--- config.mk ---
export PLATFORM = sky130hd
export DESIGN_NAME = tbc_time_base_ctrl
export DESIGN_NICKNAME = d
export VERILOG_FILES = /design/src/tbc_pkg.sv /design/src/tbc_time_base_ctrl.sv /design/src/tbc_divider.sv /design/src/tbc_carrier.sv
export SDC_FILE = /design/constraint.sdc
export NUM_CORES = 1
export LEC_CHECK = 0
export ABC_AREA = 1
export BUFFER_PORTS_ARGS = -buffer_cell sky130_fd_sc_hd__buf_2
export CORE_ASPECT_RATIO = 0.75
export CORE_UTILIZATION = 48
export DETAILED_ROUTE_END_ITERATION = 10
export PLACE_DENSITY = 0.71
export SYNTH_ARGS = -nofsm -noshare
export SYNTH_HDL_FRONTEND = slang
export SYNTH_HIERARCHICAL = 1
export SYNTH_SLANG_ARGS = --single-unit
--- constraint.sdc ---
create_clock -name clock_i -period 4.65 [get_ports clock_i]
set_input_delay 0.465 -clock clock_i [delete_from_list [all_inputs] [get_ports clock_i]]
set_output_delay 0.465 -clock clock_i [all_outputs]
set_load 0.01 [all_outputs]
--- src/tbc_pkg.sv ---
// Package with register map, field positions and divider constants of the time base block.
package tbc_pkg;

  // Register byte addresses on the APB bus.
  localparam logic [7:0] TBC_ADDR_CTRL1  = 8'h10;
  localparam logic [7:0] TBC_ADDR_TONE   = 8'h14;
  localparam logic [7:0] TBC_ADDR_STATUS = 8'h18;
  localparam int         TBC_ADDR_W      = 8;

  // Field positions in time_base_control_1.
  localparam int TBC_BIT_SRC_SEL  = 7;
  localparam int TBC_BIT_RSVD6    = 6;
  localparam int TBC_BIT_LCD_SEL  = 5;
  localparam int TBC_BIT_DUTY_SEL = 4;
  localparam int TBC_DIV_MSB      = 3;
  localparam int TBC_DIV_LSB      = 0;
  localparam logic [7:0] TBC_CTRL1_RESET = 8'h00;
  localparam logic [7:0] TBC_CTRL1_WMASK = 8'hbf;

  // Field positions in the tone control register.
  localparam int TBC_BIT_TONE_ON   = 0;
  localparam int TBC_BIT_TONE_FSEL = 1;
  localparam int TBC_BIT_TONE_POL  = 2;
  localparam int TBC_BIT_TONE_PEN  = 3;
  localparam logic [3:0] TBC_TONE_RESET = 4'h0;

  // Field positions in the status register.
  localparam int TBC_BIT_ST_TONE  = 0;
  localparam int TBC_BIT_ST_CARR  = 1;
  localparam int TBC_BIT_ST_LCD   = 2;
  localparam int TBC_BIT_ST_XTAL  = 3;

  // Tone clock: full-period divisors of the time-base source.
  localparam int TBC_TONE_W         = 11;
  localparam int TBC_TONE_MAIN_SLOW = 2048;
  localparam int TBC_TONE_MAIN_FAST = 1024;
  localparam int TBC_XTAL_HZ        = 32768;
  localparam int TBC_TONE_XTAL_SLOW_HZ = 2048;
  localparam int TBC_TONE_XTAL_FAST_HZ = 4096;
  localparam int TBC_TONE_XTAL_SLOW = TBC_XTAL_HZ / TBC_TONE_XTAL_SLOW_HZ;
  localparam int TBC_TONE_XTAL_FAST = TBC_XTAL_HZ / TBC_TONE_XTAL_FAST_HZ;

  // LCD clock: divisors of the crystal source; main-source divisors are top parameters.
  localparam int TBC_LCD_W         = 13;
  localparam int TBC_LCD_XTAL_SLOW = 128;
  localparam int TBC_LCD_XTAL_FAST = 64;

  // Carrier: counter width, highest selection, base high times in source cycles.
  localparam int         TBC_CARR_W       = 8;
  localparam logic [3:0] TBC_CARR_SEL_MAX = 4'h5;
  localparam logic [7:0] TBC_CARR_HI50    = 8'h01;
  localparam logic [7:0] TBC_CARR_HI33    = 8'h02;
  localparam logic [7:0] TBC_CARR_PER50   = 8'h02;
  localparam logic [7:0] TBC_CARR_PER33   = 8'h06;

endpackage

--- src/tbc_time_base_ctrl.sv ---
// Time base control: APB registers, source select, LCD clock, tone pin and carrier.
//
// How it works
// - Tone pin is ordinary port until enabled.
// - Enabled, tone off: pin holds idle polarity.
// - Tone on: open-drain pin carries tone clock.
// - Tone: crystal 2048/4096 Hz, main /2048 or /1024.
// - Bit 7 picks source; 1 main, reset 0.
// - Bit 6 unused, always reads zero.
// - Crystal source: LCD clock /128 or /64.
// - Main source: LCD clock /16384 or /8192.
// - Duty bit gives 33% if bit3 clear.
// - Divider field sets carrier rate, resets zero.
`timescale 1ns/1ps
module tbc_time_base_ctrl #(
  parameter int LCD_MAIN_DIV_SLOW = 16384,
  parameter int LCD_MAIN_DIV_FAST = 8192
) (
  input  wire logic                          clock_i,
  input  wire logic                          rst_n_i,
  input  wire logic                          psel_i,
  input  wire logic                          penable_i,
  input  wire logic                          pwrite_i,
  input  wire logic [tbc_pkg::TBC_ADDR_W-1:0] paddr_i,
  input  wire logic [31:0]                   pwdata_i,
  output logic      [31:0]                   prdata_o,
  output logic                               pready_o,
  output logic                               pslverr_o,
  input  wire logic                          xtal_32k_i,
  input  wire logic                          gpio_dout_i,
  input  wire logic                          gpio_drive_i,
  input  wire logic                          tone_pin_i,
  output logic                               tone_pin_o,
  output logic                               tone_pin_oe_n_o,
  output logic                               tone_pin_in_o,
  output logic                               lcd_clock_en_o,
  output logic                               carrier_o
);
  import tbc_pkg::*;

  typedef struct packed {
    logic [7:0]  ctrl1;
    logic [3:0]  tone;
    logic [31:0] rdata;
    logic [2:0]  xtal_sync;
    logic [1:0]  pin_sync;
    logic        pin_o;
    logic        pin_oe_n;
  } tbc_top_state_t;

  tbc_top_state_t st_ff;
  tbc_top_state_t nxt_st;

  logic                  src_main;
  logic                  xtal_tick;
  logic                  tb_tick;
  logic [TBC_TONE_W-1:0] tone_half_m1;
  logic [TBC_LCD_W-1:0]  lcd_half_m1;
  logic                  tone_level;
  logic                  lcd_level;
  logic                  access;
  logic                  setup;
  logic                  mapped;

  ////////////////////////////////////////////////////////////////////////////////

  // Returns true for any address the slave answers.
  function automatic logic addr_mapped(input logic [TBC_ADDR_W-1:0] a);
    if (a == TBC_ADDR_CTRL1) begin
      return 1'b1;
    end else if (a == TBC_ADDR_TONE) begin
      return 1'b1;
    end else if (a == TBC_ADDR_STATUS) begin
      return 1'b1;
    end else begin
      return 1'b0;
    end
  endfunction

  // Half period minus one, cut to the divider width.
  function automatic logic [TBC_LCD_W-1:0] half_m1(input int div);
    return TBC_LCD_W'(div / 2 - 1);
  endfunction

  ////////////////////////////////////////////////////////////////////////////////

  assign src_main  = st_ff.ctrl1[TBC_BIT_SRC_SEL];
  // The crystal is a foreign clock, so only its synchronised copy is edge-detected.
  assign xtal_tick = st_ff.xtal_sync[1] & ~st_ff.xtal_sync[2];
  // Main oscillator is the system clock itself; every cycle is a source tick.
  assign tb_tick   = src_main ? 1'b1 : xtal_tick;

  always_comb begin
    if (src_main) begin
      tone_half_m1 = st_ff.tone[TBC_BIT_TONE_FSEL]
                     ? TBC_TONE_W'(half_m1(TBC_TONE_MAIN_FAST))
                     : TBC_TONE_W'(half_m1(TBC_TONE_MAIN_SLOW));
      lcd_half_m1  = st_ff.ctrl1[TBC_BIT_LCD_SEL]
                     ? half_m1(LCD_MAIN_DIV_SLOW)
                     : half_m1(LCD_MAIN_DIV_FAST);
    end else begin
      tone_half_m1 = st_ff.tone[TBC_BIT_TONE_FSEL]
                     ? TBC_TONE_W'(half_m1(TBC_TONE_XTAL_FAST))
                     : TBC_TONE_W'(half_m1(TBC_TONE_XTAL_SLOW));
      lcd_half_m1  = st_ff.ctrl1[TBC_BIT_LCD_SEL]
                     ? half_m1(TBC_LCD_XTAL_SLOW)
                     : half_m1(TBC_LCD_XTAL_FAST);
    end
  end

  tbc_divider #(
    .W (TBC_TONE_W)
  ) u_tone_div (
    .clock_i   (clock_i),
    .rst_n_i   (rst_n_i),
    .tick_i    (tb_tick),
    .half_m1_i (tone_half_m1),
    .level_o   (tone_level),
    .period_o  ()
  );

  tbc_divider #(
    .W (TBC_LCD_W)
  ) u_lcd_div (
    .clock_i   (clock_i),
    .rst_n_i   (rst_n_i),
    .tick_i    (tb_tick),
    .half_m1_i (lcd_half_m1),
    .level_o   (lcd_level),
    .period_o  (lcd_clock_en_o)
  );

  // The carrier always counts the main oscillator, whatever the time-base source.
  tbc_carrier u_carrier (
    .clock_i   (clock_i),
    .rst_n_i   (rst_n_i),
    .tick_i    (1'b1),
    .duty33_i  (st_ff.ctrl1[TBC_BIT_DUTY_SEL]),
    .div_sel_i (st_ff.ctrl1[TBC_DIV_MSB:TBC_DIV_LSB]),
    .carrier_o (carrier_o)
  );

  ////////////////////////////////////////////////////////////////////////////////

  assign setup     = psel_i & ~penable_i;
  assign access    = psel_i & penable_i;
  assign mapped    = addr_mapped(paddr_i);
  // Zero wait states: every access phase completes at its first edge.
  assign pready_o  = access;
  assign pslverr_o = access & ~mapped;

  always_comb begin
    nxt_st           = st_ff;
    nxt_st.xtal_sync = {st_ff.xtal_sync[1:0], xtal_32k_i};
    nxt_st.pin_sync  = {st_ff.pin_sync[0], tone_pin_i};

    // Read data is staged in the setup phase so it leaves a flip-flop.
    if (setup && !pwrite_i) begin
      if (paddr_i == TBC_ADDR_CTRL1) begin
        nxt_st.rdata = {24'h000000, st_ff.ctrl1 & TBC_CTRL1_WMASK};
      end else if (paddr_i == TBC_ADDR_TONE) begin
        nxt_st.rdata = {28'h0000000, st_ff.tone};
      end else if (paddr_i == TBC_ADDR_STATUS) begin
        nxt_st.rdata = 32'h00000000;
        nxt_st.rdata[TBC_BIT_ST_TONE] = tone_level;
        nxt_st.rdata[TBC_BIT_ST_CARR] = carrier_o;
        nxt_st.rdata[TBC_BIT_ST_LCD]  = lcd_level;
        nxt_st.rdata[TBC_BIT_ST_XTAL] = st_ff.xtal_sync[1];
      end else begin
        nxt_st.rdata = 32'h00000000;
      end
    end

    if (access && pwrite_i) begin
      if (paddr_i == TBC_ADDR_CTRL1) begin
        nxt_st.ctrl1 = pwdata_i[7:0] & TBC_CTRL1_WMASK;
      end else if (paddr_i == TBC_ADDR_TONE) begin
        nxt_st.tone = pwdata_i[3:0];
      end
    end

    // Pin mux; the tone driver is open drain, so it only ever pulls low.
    if (!st_ff.tone[TBC_BIT_TONE_PEN]) begin
      nxt_st.pin_o    = gpio_dout_i;
      nxt_st.pin_oe_n = ~gpio_drive_i;
    end else if (!st_ff.tone[TBC_BIT_TONE_ON]) begin
      nxt_st.pin_o    = 1'b0;
      nxt_st.pin_oe_n = st_ff.tone[TBC_BIT_TONE_POL];
    end else begin
      nxt_st.pin_o    = 1'b0;
      nxt_st.pin_oe_n = tone_level;
    end
  end

  always_ff @(posedge clock_i) begin
    if (!rst_n_i) begin
      st_ff <= '{ctrl1: TBC_CTRL1_RESET, tone: TBC_TONE_RESET, rdata: 32'h00000000,
                 xtal_sync: 3'h0, pin_sync: 2'h0, pin_o: 1'b0, pin_oe_n: 1'b1};
    end else begin
      st_ff <= nxt_st;
    end
  end

  assign prdata_o        = st_ff.rdata;
  assign tone_pin_o      = st_ff.pin_o;
  assign tone_pin_oe_n_o = st_ff.pin_oe_n;
  assign tone_pin_in_o   = st_ff.pin_sync[1];

endmodule // tbc_time_base_ctrl

--- src/tbc_divider.sv ---
// Square wave divider stepped by a tick enable, with period-boundary reload.
`timescale 1ns/1ps
module tbc_divider #(
  parameter int W = 13
) (
  input  wire logic         clock_i,
  input  wire logic         rst_n_i,
  input  wire logic         tick_i,
  input  wire logic [W-1:0] half_m1_i,
  output logic              level_o,
  output logic              period_o
);
  import tbc_pkg::*;

  typedef struct packed {
    logic [W-1:0] cnt;
    logic [W-1:0] half;
    logic         level;
    logic         period;
  } tbc_div_state_t;

  tbc_div_state_t st_ff;
  tbc_div_state_t nxt_st;

  always_comb begin
    nxt_st        = st_ff;
    nxt_st.period = 1'b0;
    if (tick_i) begin
      if (st_ff.cnt >= st_ff.half) begin
        nxt_st.cnt   = '0;
        nxt_st.level = ~st_ff.level;
        // A new rate is taken only when a full period ends, so no runt pulse appears.
        if (st_ff.level) begin
          nxt_st.half   = half_m1_i;
          nxt_st.period = 1'b1;
        end
      end else begin
        nxt_st.cnt = st_ff.cnt + 1'b1;
      end
    end
  end

  always_ff @(posedge clock_i) begin
    if (!rst_n_i) begin
      st_ff <= '{cnt: '0, half: half_m1_i, level: 1'b0, period: 1'b0};
    end else begin
      st_ff <= nxt_st;
    end
  end

  assign level_o  = st_ff.level;
  assign period_o = st_ff.period;

endmodule // tbc_divider

--- src/tbc_carrier.sv ---
// Remote carrier generator with selectable divider and duty.
`timescale 1ns/1ps
module tbc_carrier (
  input  wire logic       clock_i,
  input  wire logic       rst_n_i,
  input  wire logic       tick_i,
  input  wire logic       duty33_i,
  input  wire logic [3:0] div_sel_i,
  output logic            carrier_o
);
  import tbc_pkg::*;

  typedef struct packed {
    logic [TBC_CARR_W-1:0] cnt;
    logic [TBC_CARR_W-1:0] per;
    logic [TBC_CARR_W-1:0] hi;
    logic                  out;
  } tbc_carr_state_t;

  tbc_carr_state_t st_ff;
  tbc_carr_state_t nxt_st;
  logic [2:0]      sel;
  logic            use33;

  // Selections above the highest table entry clamp to it.
  always_comb begin
    sel   = (div_sel_i > TBC_CARR_SEL_MAX) ? TBC_CARR_SEL_MAX[2:0] : div_sel_i[2:0];
    // One-third duty is only honoured while the top divider bit is clear.
    use33 = duty33_i & ~div_sel_i[TBC_DIV_MSB];
  end

  always_comb begin
    nxt_st = st_ff;
    if (tick_i) begin
      if (st_ff.cnt >= st_ff.per - 1'b1) begin
        nxt_st.cnt = '0;
        // Settings are reloaded at the period boundary only.
        nxt_st.per = (use33 ? TBC_CARR_PER33 : TBC_CARR_PER50) << sel;
        nxt_st.hi  = (use33 ? TBC_CARR_HI33 : TBC_CARR_HI50) << sel;
        nxt_st.out = 1'b1;
      end else begin
        nxt_st.cnt = st_ff.cnt + 1'b1;
        nxt_st.out = (st_ff.cnt + 1'b1) < st_ff.hi;
      end
    end
  end

  always_ff @(posedge clock_i) begin
    if (!rst_n_i) begin
      st_ff <= '{cnt: '0, per: TBC_CARR_PER50, hi: TBC_CARR_HI50, out: 1'b1};
    end else begin
      st_ff <= nxt_st;
    end
  end

  assign carrier_o = st_ff.out;

endmodule // tbc_carrier

* After elaboration in Yosys (flattened, before gate mapping)
Index checks and enable logic that the tools add are counted.
** Word-level totals
- Bits of input ports :: 49
- Output and inout bits :: 39
- Logic and storage cells :: 92
- Bits in registers :: 126
** Cells by class
- Bitwise operators :: 14
- Order comparisons :: 5
- Multiplexer cells :: 30
- Reduce and logical (&&, ||, !) cells :: 11
- Equality and inequality tests :: 8
- Add/subtract/negate cells :: 4
- Shift-type cells :: 2
** Operator list (number)
- two-way mux 13 bit :: 7
- two-way mux 15 bit :: 3
- equality test 8 x 5 -> 1 bit, second input constant :: 3
- two-way mux 11 bit :: 2
- two-way mux 10 bit :: 2
- << shifter 8 x 3 -> 8 bit :: 2
- adder 13 x 1 -> 13 bit, second input constant :: 1
- greater-or-equal comparator 13 bit :: 1
- AND reduction 3 bit :: 4
- adder 11 x 1 -> 11 bit, second input constant :: 1
- greater-or-equal comparator 11 bit :: 1
- inequality test 2 x 1 -> 1 bit, second input constant :: 5
- two-way mux 3 bit :: 3
- inverter 1 bit :: 9
- adder 8 x 1 -> 8 bit, second input constant :: 1
- greater-or-equal comparator 8 bit :: 1
- less-than comparator 8 bit :: 1
- two-way mux 4 bit :: 2
- two-way mux 8 bit :: 1
- subtractor 8 x 1 -> 8 bit, second input constant :: 1
- two-way mux 1 bit :: 7
- two-way mux 6 bit :: 1
- AND reduction 2 bit :: 3
- bitwise AND 1 bit :: 5
- other kinds (5) :: 7

* Logic depth before layout (Yosys ltp)
- Depth in word-level cells :: 6
- Mapped depth :: 15
- Gate-level depth less buffers :: 14

* Modules after synthesis
The synthesis kept the hierarchy.
** Modules (own cells, without submodules)
- tbc_carrier :: sequential area each 480.5 µm², cells each 246, area each 1664.1 µm², instances 1
- tbc_divider (u_lcd_div) :: sequential area each 690.7 µm², cells each 175, area each 1549.0 µm², instances 1
- tbc_divider (u_tone_div) :: sequential area each 590.6 µm², cells each 165, area each 1388.8 µm², instances 1
- tbc_time_base_ctrl :: sequential area each 500.5 µm², cells each 190, area each 1375.1 µm², instances 1

* Least setup slack after synthesis
No wires, ideal clock.
- Path type :: register to register
- From :: register u_carrier/st_ff[10] (netlist name)
- To :: register u_carrier/st_ff[13] (netlist name)
- Path slack :: 2514 ps
- Arrival :: 2021 ps
- Clock period less this slack :: 2136 ps
- Stages on the path, launching flop included :: 15
- Buffers on the path :: 1
- Required time :: 4535 ps
- Setup time :: 115 ps
- Cell sequence :: dfxtp_1 -> inv_1 -> ha_1 -> nand2_1 -> nor3_1 -> xor2_1 -> inv_1 -> ha_1 -> nand2_1 -> inv_1 -> a21oi_4 -> nand2_4 -> buf_4 -> a21oi_1 -> nor2_1
** On the way
- Longest elaborated chain between the ends :: 2
** Ends and longest elaborated chain
- from (decl) :: line tbc_carrier.sv:20 : tbc_carr_state_t st_ff;
- from (signal assigned) :: line tbc_carrier.sv:50 : st_ff <= '{cnt: '0, per: TBC_CARR_PER50, hi: TBC_CARR_HI50, out: 1'b1};
- from (signal assigned) :: line tbc_carrier.sv:52 : st_ff <= nxt_st;
- subtractor 8 x 1 -> 8 bit :: line tbc_carrier.sv:35 : if (st_ff.cnt >= st_ff.per - 1'b1) begin
- greater-or-equal comparator 8 bit :: line tbc_carrier.sv:35
Every way passes these cells.
A chain may end at the register's enable or synchronous reset.

* Final worst setup path
- From :: register st_ff (netlist bit src_main)
- To :: register u_lcd_div/st_ff[24] (netlist name)
** On the way
- Longest elaborated chain between the ends :: 1
** Ends and longest elaborated chain
- from (decl) :: line tbc_time_base_ctrl.sv:51 : tbc_top_state_t st_ff;
- from (signal assigned) :: line tbc_time_base_ctrl.sv:197 : st_ff <= '{ctrl1: TBC_CTRL1_RESET, tone: TBC_TONE_RESET, rdata: 32'h00000000,
- from (signal assigned) :: line tbc_time_base_ctrl.sv:200 : st_ff <= nxt_st;
- two-way mux 1 bit :: line tbc_time_base_ctrl.sv:91 : assign tb_tick = src_main ? 1'b1 : xtal_tick;
- via tb_tick :: line tbc_time_base_ctrl.sv:56 : logic tb_tick;
- to (signal assigned) :: line tbc_divider.sv:45 : st_ff <= '{cnt: '0, half: half_m1_i, level: 1'b0, period: 1'b0};
- to (signal assigned) :: line tbc_divider.sv:47 : st_ff <= nxt_st;
- to (decl) :: line tbc_divider.sv:22 : tbc_div_state_t st_ff;
The timed path passes the listed nets, and every way through them passes these cells.

==> out/results.tsv <==
metric	value	unit
fin_worst_skew	11.9	ps
vdd_drop_max	0.175	mV
setup_ws	2080	ps
grt_pass1_wl	19500	µm
setup_tns	0	ps
grt_max_degree	51	
diodes	0	
routed_wirelength	11400	µm
max_clock_freq	389	MHz
hp-class	input pin to register	
layout.nets	901	
drt-wirelength-per-cell	11.7	µm
cts_buffer_depth	2	
grt-ovfl-total	0	
final-setup-viol-count	0	
clock-sinks	100	
hold_viol	0	
drt_iter0_drc	271	
p_per_area	313	mW/mm²
drc_errors	0	
finalMaxSlewViolations	0	
die_y	98.4	µm
required	4870	ps
post_cts_buffers	0	
core_area	0.0118	mm²
dieArea	0.0129	mm²
cp.arrival	2790	ps
p_leak	0.00291	µW
path_delay_family	flip-flops	
antenna_found_initial	0	
initial_core_util	0.503	
layout-drive-gt1-share	0.124	
area_delta_synth_final	7.04	%
cts_resized	0	
worstMarginPinSlew	832	ps
firstDrtPassIters	5	
die_x	131	µm
stdcell_area	0.00637	mm²
gp_congestion	0.843	
placed_area	0.00610	mm²
layout_commonest_cell	nand2_1	
synthCells	774	
avgSynthCellArea	7.69	µm²
hold_buffers	0	
dpl.hpwl	8610	µm
finalCritPeriodShare	0.552	
ant_nets	0	
avgViaCountPerCell	4.73	
cts_tree	yes	
cpPeakStageDelay	640	ps
start_kind	register	
dp_worst_setup_slack	2090	ps
cp_common_cell	inv_1	
crit_fanout	17	
yosysWarnings	6	
slowest_stage	dfxtp_1	
std_cell_rows	34	
clk_latency	340	ps
track_usage	0.192	
io_pins	88	
grt_pass1_vias	4165	
numCtsBuffers	9	
rsz0062_at_grt	false	
crit_buf_inv	3	
cts.htree.levels	3	
cts.clk_slew.worst_paths	70	ps
port-buffer-count	37	
cts_root_buf	clkbuf_16	
syn_area	0.00595	mm²
min_period	2570	ps
status	finished, final reports clean	
maxCapViolCount	0	
slew_headroom	0.442	
path_cells	inv_1 > o21ai_1 > buf_4 > inv_1 > nor3_2 > nand3_1 > nor2_2 > xor2_1 > nor2_1	
num_vias	4607	
path_class	register to register	
final_cell_mix	138 x nand2_1, 115 x inv_1, 89 x nor2_1	
cp-end-kind	register	
[state kept, by name, indices dropped and copies added, names as in the netlist]
name                 cells
u_lcd_div/st_ff         26
tone_pin_in_o            1
st_ff                   11
u_carrier/carrier_o      1
tone_pin_oe_n_o          1
tone_pin_o               1
prdata_o                 7
nxt_st                   3
u_tone_div/st_ff        22
u_tone_div/level_o       1
src_main                 1
u_lcd_div/period_o       1
u_lcd_div/level_o        1
u_carrier/st_ff         23
[power breakdown]
group	leakage (µW)	switching, µW	total, µW	internal [µW]
clock	0.000139	337	706	369
sequential	0.000862	31.0	958	927
combinational	0.00190	218	332	114
[stage by stage]
stage	total power, µW	util	instances	hold slack (ps)
after floorplan	1260	-	809	390
after global placement	1300	0.516	958	394
after detailed placement	1310	0.516	958	395
after CTS	2010	0.539	974	291
after global routing	2110	0.539	974	298
final	2000	0.539	974	297
[metal layers]
layer,vias to the layer above,wire (µm),global-route usage
met1,2039,6260,0.294
met4,0,87,0.0407
met3,8,524,0.0407
li1,2459,-,-
met2,101,4570,0.276
met5,-,0,0
[area by class of cell]
class / instances / area (µm²)
Clock inverter: 6 / 45.0
Timing Repair Buffer: 38 / 193
Clock buffer: 10 / 229
Sequential cell: 100 / 2240
Tap cell: 162 / 203
Fill cell: 1145 / 5450
Inverter: 118 / 443
Multi-Input combinational cell: 540 / 3020
[path summary, 6_finish.rpt]
kind	start	slack [ps]	cells after the start	to
worst min-delay path	tone_pin_i	300	3	nxt_st[3]
worst min register to register	nxt_st[3]	410	2	tone_pin_in_o
worst max register to register	src_main	2080	9	u_lcd_div/st_ff[24]
worst max-delay path	src_main	2080	9	u_lcd_div/st_ff[24]
[worst reg2reg max path, stage by stage, from the launching register on]
cell     delay [ps]
dfxtp_1         640
inv_1           170
o21ai_1         480
buf_4           300
inv_1            70
nor3_2          220
nand3_1         150
nor2_2          170
xor2_1          190
nor2_1           60
No activity file was read; power rests on OpenSTA's default activity.
